`src/hdl/tcc_pkg.sv`:
```
package tcc_pkg;
	localparam int unsigned NUM_CH     = 4;
	localparam int unsigned CNT_W      = 16;
	localparam int unsigned ADDR_W     = 6;
	localparam int unsigned DATA_W     = 8;

	// Register offsets
	localparam logic [5:0] OFF_CTL     = 6'h00;
	localparam logic [5:0] OFF_CNT_HI  = 6'h02;
	localparam logic [5:0] OFF_CNT_LO  = 6'h03;
	localparam logic [5:0] OFF_MOD_HI  = 6'h04;
	localparam logic [5:0] OFF_MOD_LO  = 6'h05;
	localparam logic [5:0] OFF_CH_BASE = 6'h06;
	localparam logic [5:0] CH_STRIDE   = 6'h03;
	localparam logic [5:0] CH_SC       = 6'h00;
	localparam logic [5:0] CH_HI       = 6'h01;
	localparam logic [5:0] CH_LO       = 6'h02;

	// Timer control register fields
	localparam int unsigned CTL_OVF_FLAG = 7;
	localparam int unsigned CTL_OVF_IE   = 6;
	localparam int unsigned CTL_STOP     = 5;
	localparam int unsigned CTL_CNT_RST  = 4;

	// Channel status and control fields
	localparam int unsigned SC_FLAG = 7;
	localparam int unsigned SC_IE   = 6;
	localparam int unsigned SC_MSB  = 5;
	localparam int unsigned SC_MSA  = 4;
	localparam int unsigned SC_ELSB = 3;
	localparam int unsigned SC_ELSA = 2;
	localparam int unsigned SC_TOV  = 1;
	localparam int unsigned SC_MAX  = 0;

	// Mode select codes
	localparam logic [1:0] MS_CAPTURE  = 2'h0;
	localparam logic [1:0] MS_UNBUF    = 2'h1;

	// Edge/level select codes
	localparam logic [1:0] ELS_OFF     = 2'h0;
	localparam logic [1:0] ELS_RISE    = 2'h1;
	localparam logic [1:0] ELS_FALL    = 2'h2;
	localparam logic [1:0] ELS_BOTH    = 2'h3;
	localparam logic [1:0] ELS_TOGGLE  = 2'h1;
	localparam logic [1:0] ELS_CLEAR   = 2'h2;
	localparam logic [1:0] ELS_SET     = 2'h3;

	localparam logic [15:0] MOD_RESET  = 16'hFFFF;
	localparam logic [15:0] CNT_ZERO   = 16'h0000;
	localparam logic [15:0] VAL_RESET  = 16'h0000;
	localparam logic [7:0]  RD_ZERO    = 8'h00;
endpackage

```
`src/hdl/tcc_counter.sv`:
```
module tcc_counter (
	input  wire logic        clk,
	input  wire logic        rst,
	input  wire logic        stop,
	input  wire logic        cnt_clear,
	input  wire logic [15:0] modulo,
	output logic      [15:0] cnt,
	output logic             ovf
);
	logic [15:0] cnt_r;

	// Overflow is the cycle in which the running count sits on the modulo value and no clear is written
	assign ovf = !stop && !cnt_clear && (cnt_r == modulo);
	assign cnt = cnt_r;

	always_ff @(posedge clk or posedge rst) begin
		if (rst) begin
			cnt_r <= tcc_pkg::CNT_ZERO;
		end else if (cnt_clear) begin
			cnt_r <= tcc_pkg::CNT_ZERO;
		end else if (ovf) begin
			cnt_r <= tcc_pkg::CNT_ZERO;
		end else if (!stop) begin
			cnt_r <= cnt_r + 16'h0001;
		end
	end
endmodule

```
`src/hdl/tcc_channel.sv`:
```
module tcc_channel (
	input  wire logic        clk,
	input  wire logic        rst,
	input  wire logic [15:0] cnt,
	input  wire logic        ovf,
	input  wire logic        stop,
	input  wire logic [15:0] cmp_val,
	input  wire logic        enable,
	input  wire logic        is_cap,
	input  wire logic        is_cmp,
	input  wire logic [1:0]  els,
	input  wire logic        tov,
	input  wire logic        max_duty,
	input  wire logic        pin_in,
	output logic             cap_evt,
	output logic             cmp_evt,
	output logic             pin_out,
	output logic             pin_oe
);
	logic pin_prev_r;
	logic out_r;
	logic oe_r;
	logic rise;
	logic fall;

	assign rise = pin_in && !pin_prev_r;
	assign fall = !pin_in && pin_prev_r;

	always_comb begin
		cap_evt = 1'b0;
		if (enable && is_cap) begin
			case (els)
				tcc_pkg::ELS_RISE: cap_evt = rise;
				tcc_pkg::ELS_FALL: cap_evt = fall;
				tcc_pkg::ELS_BOTH: cap_evt = rise || fall;
				default:           cap_evt = 1'b0;
			endcase
		end
	end

	// Compare value is used as written, with no shadow stage
	assign cmp_evt = enable && is_cmp && !stop && (cnt == cmp_val);

	always_ff @(posedge clk or posedge rst) begin
		if (rst) begin
			pin_prev_r <= 1'b0;
		end else begin
			pin_prev_r <= pin_in;
		end
	end

	// Compare action takes precedence over the overflow toggle in the same cycle
	always_ff @(posedge clk or posedge rst) begin
		if (rst) begin
			out_r <= 1'b0;
		end else if (max_duty && !tov) begin
			out_r <= 1'b1;
		end else if (cmp_evt) begin
			case (els)
				tcc_pkg::ELS_TOGGLE: out_r <= !out_r;
				tcc_pkg::ELS_CLEAR:  out_r <= 1'b0;
				tcc_pkg::ELS_SET:    out_r <= 1'b1;
				default:             out_r <= out_r;
			endcase
		end else if (ovf && tov && enable && is_cmp) begin
			out_r <= !out_r;
		end
	end

	always_ff @(posedge clk or posedge rst) begin
		if (rst) begin
			oe_r <= 1'b0;
		end else begin
			oe_r <= enable && is_cmp && (els != tcc_pkg::ELS_OFF);
		end
	end

	assign pin_out = out_r;
	assign pin_oe  = oe_r;
endmodule

```
`src/hdl/tcc_top.sv`:
```
// Contract
// Active capture edge copies the counter into that channel's value pair.
// Software picks rising, falling or both edges as the capture edge.
// A capture event can raise that channel's interrupt request.
// Counter matching compare value sets, clears or toggles the pin; may interrupt.
// Unbuffered value writes replace the compare value at once.
// No guard against unsynchronised unbuffered writes; glitches may last two periods.
// Software lowers unbuffered values inside the compare interrupt handler.
// Software raises unbuffered values inside the overflow interrupt handler.
// Channel 0 link bit pairs channels 0 and 1; channel 0 controls first.
// Written inactive channel takes control at next overflow; last written wins.
// Linked pair uses lower control register; upper pin is released.
// Channel 2 link bit pairs channels 2 and 3 likewise.
// Software writes only the inactive channel in buffered use.
// Toggle-on-overflow flips the pin at each modulo match; the code applies a same-cycle compare action instead.
// Software sets compare action opposite to the pulse level.
// PWM period equals modulo plus one counter clocks.
// Duty equals channel value over period count; the code holds the pin high for value plus one clocks.
// Software never uses toggle-on-compare for PWM.
// Counter rolls to zero after modulo match, setting the overflow flag.
// Mode 01 unbuffered, 10 buffered; link bit beats lower mode bit.
// Edge select 10 clears, 11 sets on compare.
// Flag set on every event; request only while its enable is one.
//
// Implementation choices: the placing of the registers and the plain strobed port.
module tcc_top (
	input  wire logic       clk,
	input  wire logic       rst,
	input  wire logic [5:0] addr,
	input  wire logic [7:0] wdata,
	input  wire logic       wr,
	input  wire logic       rd,
	output logic      [7:0] rdata,
	input  wire logic [3:0] chan_pin_in,
	output logic      [3:0] chan_pin_out,
	output logic      [3:0] chan_pin_oe,
	output logic      [3:0] chan_irq,
	output logic            ovf_irq
);
	localparam int unsigned N = tcc_pkg::NUM_CH;

	logic        ovf_flag_r;
	logic        ovf_ie_r;
	logic        stop_r;
	logic        cnt_clear;
	logic [15:0] mod_r;
	logic [15:0] cnt;
	logic        ovf;
	logic [7:0]  rdata_r;
	logic [7:0]  rd_nxt;
	logic        ovf_irq_r;

	logic [7:0]  sc_r     [N];
	logic [15:0] val_r    [N];
	logic [15:0] cmp_val  [N];
	logic [N-1:0] hit_sc;
	logic [N-1:0] hit_hi;
	logic [N-1:0] hit_lo;
	logic [N-1:0] wr_val;
	logic [N-1:0] linked;
	logic [N-1:0] ch_en;
	logic [N-1:0] is_cap;
	logic [N-1:0] is_cmp;
	logic [N-1:0] cap_evt;
	logic [N-1:0] cmp_evt;
	logic [N-1:0] irq_r;
	logic [N-1:0] pin_out_w;
	logic [N-1:0] pin_oe_w;

	assign cnt_clear = wr && (addr == tcc_pkg::OFF_CTL) && wdata[tcc_pkg::CTL_CNT_RST];

	tcc_counter u_counter (
		.clk       (clk),
		.rst       (rst),
		.stop      (stop_r),
		.cnt_clear (cnt_clear),
		.modulo    (mod_r),
		.cnt       (cnt),
		.ovf       (ovf)
	);

	// Timer control: a written zero clears the overflow flag unless it sets this cycle
	always_ff @(posedge clk or posedge rst) begin
		if (rst) begin
			ovf_flag_r <= 1'b0;
			ovf_ie_r   <= 1'b0;
			stop_r     <= 1'b0;
		end else begin
			if (ovf) begin
				ovf_flag_r <= 1'b1;
			end else if (wr && addr == tcc_pkg::OFF_CTL && !wdata[tcc_pkg::CTL_OVF_FLAG]) begin
				ovf_flag_r <= 1'b0;
			end
			if (wr && addr == tcc_pkg::OFF_CTL) begin
				ovf_ie_r <= wdata[tcc_pkg::CTL_OVF_IE];
				stop_r   <= wdata[tcc_pkg::CTL_STOP];
			end
		end
	end

	always_ff @(posedge clk or posedge rst) begin
		if (rst) begin
			mod_r <= tcc_pkg::MOD_RESET;
		end else if (wr && addr == tcc_pkg::OFF_MOD_HI) begin
			mod_r[15:8] <= wdata;
		end else if (wr && addr == tcc_pkg::OFF_MOD_LO) begin
			mod_r[7:0] <= wdata;
		end
	end

	always_ff @(posedge clk or posedge rst) begin
		if (rst) begin
			ovf_irq_r <= 1'b0;
		end else begin
			ovf_irq_r <= ovf_flag_r && ovf_ie_r;
		end
	end

	genvar i;
	generate
		for (i = 0; i < N; i++) begin : g_ch
			localparam logic [5:0] BASE = tcc_pkg::OFF_CH_BASE + 6'(i) * tcc_pkg::CH_STRIDE;
			localparam bit UPPER = (i % 2) == 1;
			localparam int unsigned LOW = i - (i % 2);

			assign hit_sc[i] = addr == BASE + tcc_pkg::CH_SC;
			assign hit_hi[i] = addr == BASE + tcc_pkg::CH_HI;
			assign hit_lo[i] = addr == BASE + tcc_pkg::CH_LO;
			assign wr_val[i] = wr && (hit_hi[i] || hit_lo[i]);

			// Link bit only exists on the lower channel of a pair
			assign linked[i] = sc_r[LOW][tcc_pkg::SC_MSB];
			assign ch_en[i]  = !(UPPER && linked[i]);
			assign is_cmp[i] = sc_r[i][tcc_pkg::SC_MSB] ||
				(sc_r[i][tcc_pkg::SC_MSA]);
			assign is_cap[i] = !is_cmp[i];

			always_ff @(posedge clk or posedge rst) begin
				if (rst) begin
					sc_r[i] <= 8'h00;
				end else begin
					if (cap_evt[i] || cmp_evt[i]) begin
						sc_r[i][tcc_pkg::SC_FLAG] <= 1'b1;
					end else if (wr && hit_sc[i] && !wdata[tcc_pkg::SC_FLAG]) begin
						sc_r[i][tcc_pkg::SC_FLAG] <= 1'b0;
					end
					if (wr && hit_sc[i]) begin
						sc_r[i][6:0] <= wdata[6:0];
						if (UPPER) begin
							sc_r[i][tcc_pkg::SC_MSB] <= 1'b0;
						end
					end
				end
			end

			// Capture and software writes share the value pair; capture wins
			always_ff @(posedge clk or posedge rst) begin
				if (rst) begin
					val_r[i] <= tcc_pkg::VAL_RESET;
				end else if (cap_evt[i]) begin
					val_r[i] <= cnt;
				end else if (wr && hit_hi[i]) begin
					val_r[i][15:8] <= wdata;
				end else if (wr && hit_lo[i]) begin
					val_r[i][7:0] <= wdata;
				end
			end

			always_ff @(posedge clk or posedge rst) begin
				if (rst) begin
					irq_r[i] <= 1'b0;
				end else begin
					irq_r[i] <= sc_r[i][tcc_pkg::SC_FLAG] && sc_r[i][tcc_pkg::SC_IE];
				end
			end

			tcc_channel u_ch (
				.clk      (clk),
				.rst      (rst),
				.cnt      (cnt),
				.ovf      (ovf),
				.stop     (stop_r),
				.cmp_val  (cmp_val[i]),
				.enable   (ch_en[i]),
				.is_cap   (is_cap[i]),
				.is_cmp   (is_cmp[i]),
				.els      (sc_r[i][tcc_pkg::SC_ELSB:tcc_pkg::SC_ELSA]),
				.tov      (sc_r[i][tcc_pkg::SC_TOV]),
				.max_duty (sc_r[i][tcc_pkg::SC_MAX]),
				.pin_in   (chan_pin_in[i]),
				.cap_evt  (cap_evt[i]),
				.cmp_evt  (cmp_evt[i]),
				.pin_out  (pin_out_w[i]),
				.pin_oe   (pin_oe_w[i])
			);
		end

		for (i = 0; i < N / 2; i++) begin : g_pair
			logic last_r;
			logic active_r;

			// Pair tracks which half was written last; it takes over at overflow
			always_ff @(posedge clk or posedge rst) begin
				if (rst) begin
					last_r   <= 1'b0;
					active_r <= 1'b0;
				end else if (!linked[2*i]) begin
					last_r   <= 1'b0;
					active_r <= 1'b0;
				end else begin
					if (wr_val[2*i+1]) begin
						last_r <= 1'b1;
					end else if (wr_val[2*i]) begin
						last_r <= 1'b0;
					end
					if (ovf) begin
						active_r <= last_r;
					end
				end
			end

			assign cmp_val[2*i] = (linked[2*i] && active_r) ?
				val_r[2*i+1] : val_r[2*i];
			assign cmp_val[2*i+1] = val_r[2*i+1];
		end
	endgenerate

	always_comb begin
		rd_nxt = tcc_pkg::RD_ZERO;
		case (addr)
			tcc_pkg::OFF_CTL:    rd_nxt = {ovf_flag_r, ovf_ie_r, stop_r, 5'h00};
			tcc_pkg::OFF_CNT_HI: rd_nxt = cnt[15:8];
			tcc_pkg::OFF_CNT_LO: rd_nxt = cnt[7:0];
			tcc_pkg::OFF_MOD_HI: rd_nxt = mod_r[15:8];
			tcc_pkg::OFF_MOD_LO: rd_nxt = mod_r[7:0];
			default:             rd_nxt = tcc_pkg::RD_ZERO;
		endcase
		for (int k = 0; k < N; k++) begin
			if (hit_sc[k]) begin
				rd_nxt = sc_r[k];
			end
			if (hit_hi[k]) begin
				rd_nxt = val_r[k][15:8];
			end
			if (hit_lo[k]) begin
				rd_nxt = val_r[k][7:0];
			end
		end
	end

	// Read data stand only in the cycle after the strobe
	always_ff @(posedge clk or posedge rst) begin
		if (rst) begin
			rdata_r <= tcc_pkg::RD_ZERO;
		end else if (rd) begin
			rdata_r <= rd_nxt;
		end else begin
			rdata_r <= tcc_pkg::RD_ZERO;
		end
	end

	assign rdata        = rdata_r;
	assign chan_pin_out = pin_out_w;
	assign chan_pin_oe  = pin_oe_w;
	assign chan_irq     = irq_r;
	assign ovf_irq      = ovf_irq_r;
endmodule

```
`config.mk`:
```
export PLATFORM = sky130hd
export DESIGN_NAME = tcc_top
export DESIGN_NICKNAME = d
export VERILOG_FILES = /design/src/hdl/tcc_pkg.sv /design/src/hdl/tcc_counter.sv /design/src/hdl/tcc_channel.sv /design/src/hdl/tcc_top.sv
export SDC_FILE = /design/constraint.sdc
export NUM_CORES = 1
export LEC_CHECK = 0
export BUFFER_PORTS_ARGS = -buffer_cell sky130_fd_sc_hd__buf_2
export CAP_MARGIN = 10
export CORE_ASPECT_RATIO = 1.25
export CORE_MARGIN = 2
export CORE_UTILIZATION = 45
export DETAILED_ROUTE_END_ITERATION = 16
export SLEW_MARGIN = 20
export SYNTH_ARGS = -nofsm -noshare
export SYNTH_HDL_FRONTEND = slang
export SYNTH_SLANG_ARGS = --single-unit
```
`constraint.sdc`:
```
create_clock -name clk -period 4.7 [get_ports clk]
set_input_delay 0.235 -clock clk [delete_from_list [all_inputs] [get_ports clk]]
set_output_delay 0.235 -clock clk [all_outputs]
set_load 0.05 [all_outputs]
```
==> qor.csv <==
metric,value,unit
outcome,"complete, no violations",
start_util,0.460,
finalNetCount,1133,
powerDensity,502,nW/um^2
clock_latency,0.45,ns
cp_top_family,simple AND/OR/NAND/NOR gates,
cp-end-kind,register,
cts_buffers,17,
rsz0062_at_grt,false,
startpoint_type,register,
switchingPower,0.00223,W
synth_cell_types,83,
ys.flop_type,dfrtp_1,
async_reset_ff_frac,1.00,
tns,0,ns
seq_area,3970,um^2
fp-row-count,61,
p_int,0.00338,W
grt_overflow,0,
required,5.04,ns
grt_use_met3,0.0496,
switching_share,0.398,
seq_area_frac_synth,0.386,
final-hold-violation-count,0,
h-tree-depth,4,
fin_crit,3.09,ns
synth_simple_gate_area_frac,0.165,
syn2layout_area_growth,8.54,%
place_hpwl,25600,um
gp_congestion,0.954,
p_comb_frac,0.300,
fillerInstances,2094,
synth_area_per_cell,9.35,um^2
yosysTopAreaCellShare,0.345,
tightest_slew,0.931,ns
timing.fmax,0.323,GHz
yosys.area_share.xor_xnor,0.0587,
antennaDiodeCount,0,
rrSetupSlack,1.61,ns
wl_per_cell,26.1,um
syn_area,10300,um^2
grt_first_pass_wirelength,54600,um
dieArea,24100,um^2
grt_max_degree,80,
yosys_register_bits,158,
dr.first_iter.drc_count,951,
final-setup-viol-count,0,
slew_viol_final,0,
yosys.area_share.adder,0.0328,
grtUsageMet1,0.419,
synth.area.mux_share,0.134,
ir_drop,0.000384,V
cp_num_buf_inv,0,
antenna_found_initial,0,
dr.pass1.iters,5,
cts_setup_buffers,0,
grt_pass1_vias,8427,
die_h,173,um
finalPower,0.00561,W
drive_gt1_frac,0.161,
coreArea,22400,um^2
antenna_left,0,
syn-num-nets,1150,
synth_top_family_by_area,simple AND/OR/NAND/NOR gates,
crit_type,reg2reg,
synthTopCellsByArea,"dfrtp_1 35%, mux2i_1 8.3%, mux2_2 5.0%",
met2_usage,0.478,
portBuffers,42,
multi_input_comb_area,5720,um^2
relSlewSlack,0.379,
path_cells,xnor2_1 > nand4_1 > nor4_4 > nand2b_1 > o21ai_0 > a21o_1,
clock_sinks,158,
syn_inst,1101,
finalCritPeriodShare,0.658,
synth_compound_gate_area_share,0.164,
cts_root_buffer,clkbuf_16,
cts_tree,done,
crit_path_top_delay_cell,dfrtp_1,
clkPwrFrac,0.265,
whs,0.138,ns
clockBufferDepth,2,
path_clk_slew,0.07,ns
cap_violations,0,
worst_ep_arrival_time,3.43,ns
clock_skew,0.0108,ns
yosys.area.top_type,dfrtp_1,
via_count,8707,
synth_warnings,0,
drt-total-wl,36100,um
drc,0,
viasPerCell,6.31,
hold_class,in2reg,
seq_power_share,0.435,
die_w,139,um
synth-edff-count,0,
path_max_fanout,22,
io_pins,43,
critPathMaxStageDelay,0.82,ns
p_leak,5.20,nW
top_usage_layer,met2,
track_usage,0.303,
-- flip-flops by register name (all words and copies together) (netlist names), 4 cells and up --
signal / flops
chan_irq: 4
g_ch.u_ch.pin_prev_r: 4
g_ch.u_ch.pin_oe: 4
cmp_val: 32
g_ch.u_ch.pin_out: 4
mod_r: 16
val_r: 32
rdata: 8
sc_r: 28
u_counter.cnt: 16
-- worst reg2reg max path, delay by kind of cell (launching register included) --
family,cells,cell delay (ns)
XOR/XNOR,1,0.20
AND/OR/NAND/NOR,3,1.55
flip-flops,1,0.82
AO/OA/AOI/OAI,2,0.42
-- what timing repair did --
action,in CTS,in global routing
gates resized for setup,0,0
endpoints found under the hold margin,65,0
hold buffers,5,0
-- worst paths after layout --
kind	start	to	cells after the start
setup / recovery	u_counter.cnt[8]$_DFFE_PP0P_	u_counter.cnt[9]$_DFFE_PP0P_	6
hold / removal	rd	rdata[5]$_DFF_PP0_	3
setup reg to reg	u_counter.cnt[8]$_DFFE_PP0P_	u_counter.cnt[9]$_DFFE_PP0P_	6
max in group asynchronous	rst	val_r[17]$_DFFE_PP0P_	4
hold reg to reg	sc_r[31]$_DFFE_PP0P_	chan_irq[0]$_DFF_PP0_	1
min in group asynchronous	rst	chan_irq[0]$_DFF_PP0_	3
-- cells by family after synthesis --
family	Yosys count
simple gates	319
compound gates	261
flops	158
buf+inv	135
mux	132
xor+xnor	69
fa+ha+maj	27
-- cells in the mapped netlist, types with 15 or more instances --
cell type,number
inv_1,38
o21ai_0,54
buf_2,33
nand2_1,48
nand3_1,22
and2_1,16
ha_1,27
a21oi_1,89
mux2_2,46
clkbuf_1,47
dfrtp_1,142
nor2b_1,15
xnor2_1,46
xor2_1,23
mux2i_1,85
dfstp_2,16
nor2_1,108
nor3_1,16
-- power groups by stage --
stage / logic, W / clock network [W] / registers (W)
floorplan: 0.00136 / 0 / 0.00210
global placement: 0.00164 / 0 / 0.00242
detailed placement: 0.00166 / 0 / 0.00243
CTS: 0.00166 / 0.00151 / 0.00240
global route: 0.00186 / 0.00156 / 0.00247
finish: 0.00168 / 0.00149 / 0.00244
-- placed cells by master (no fill, tap or decap), types with 11 or more instances in the layout --
cell type / instances
nor3_1: 16
ha_1: 27
inv_1: 37
buf_2: 42
nand2_1: 48
mux2_2: 46
dfrtp_1: 142
o22ai_1: 13
clkbuf_16: 17
nand4_1: 13
dfstp_2: 16
mux2i_1: 85
and3_1: 12
and2_1: 16
o221ai_1: 14
nor2b_1: 15
buf_4: 14
xor2_1: 23
xnor2_1: 46
nand3_1: 22
a21oi_1: 89
nor2_1: 108
a21o_1: 11
o21ai_0: 54
-- per-stage QoR --
step | utilization | area [um^2] | setup WS [ns] | instances
after floorplan | - | 10300 | 0.228 | 1101
after global placement | 0.470 | 10500 | 1.68 | 1343
after detailed placement | 0.470 | 10500 | 1.61 | 1343
after CTS | 0.500 | 11200 | 1.59 | 1380
after global routing | 0.500 | 11200 | 1.34 | 1380
final | 0.500 | 11200 | 1.61 | 1380
-- layer usage --
metal,vias to the layer above,routed length (um)
met5,-,0
met4,0,1250
met3,70,2660
met2,416,16800
met1,4339,15400
li1,3882,-
-- cell type report --
| type | instances | area share |
|---|---|---|
| Sequential cell | 158 | 0.356 |
| Timing Repair Buffer | 61 | 0.0327 |
| Clock buffer | 18 | 0.0393 |
| Tap cell | 283 | 0.0317 |
| Inverter | 38 | 0.0132 |
| Clock inverter | 14 | 0.0161 |
| Multi-Input combinational cell | 808 | 0.511 |
(Power assumes the default switching activity.)
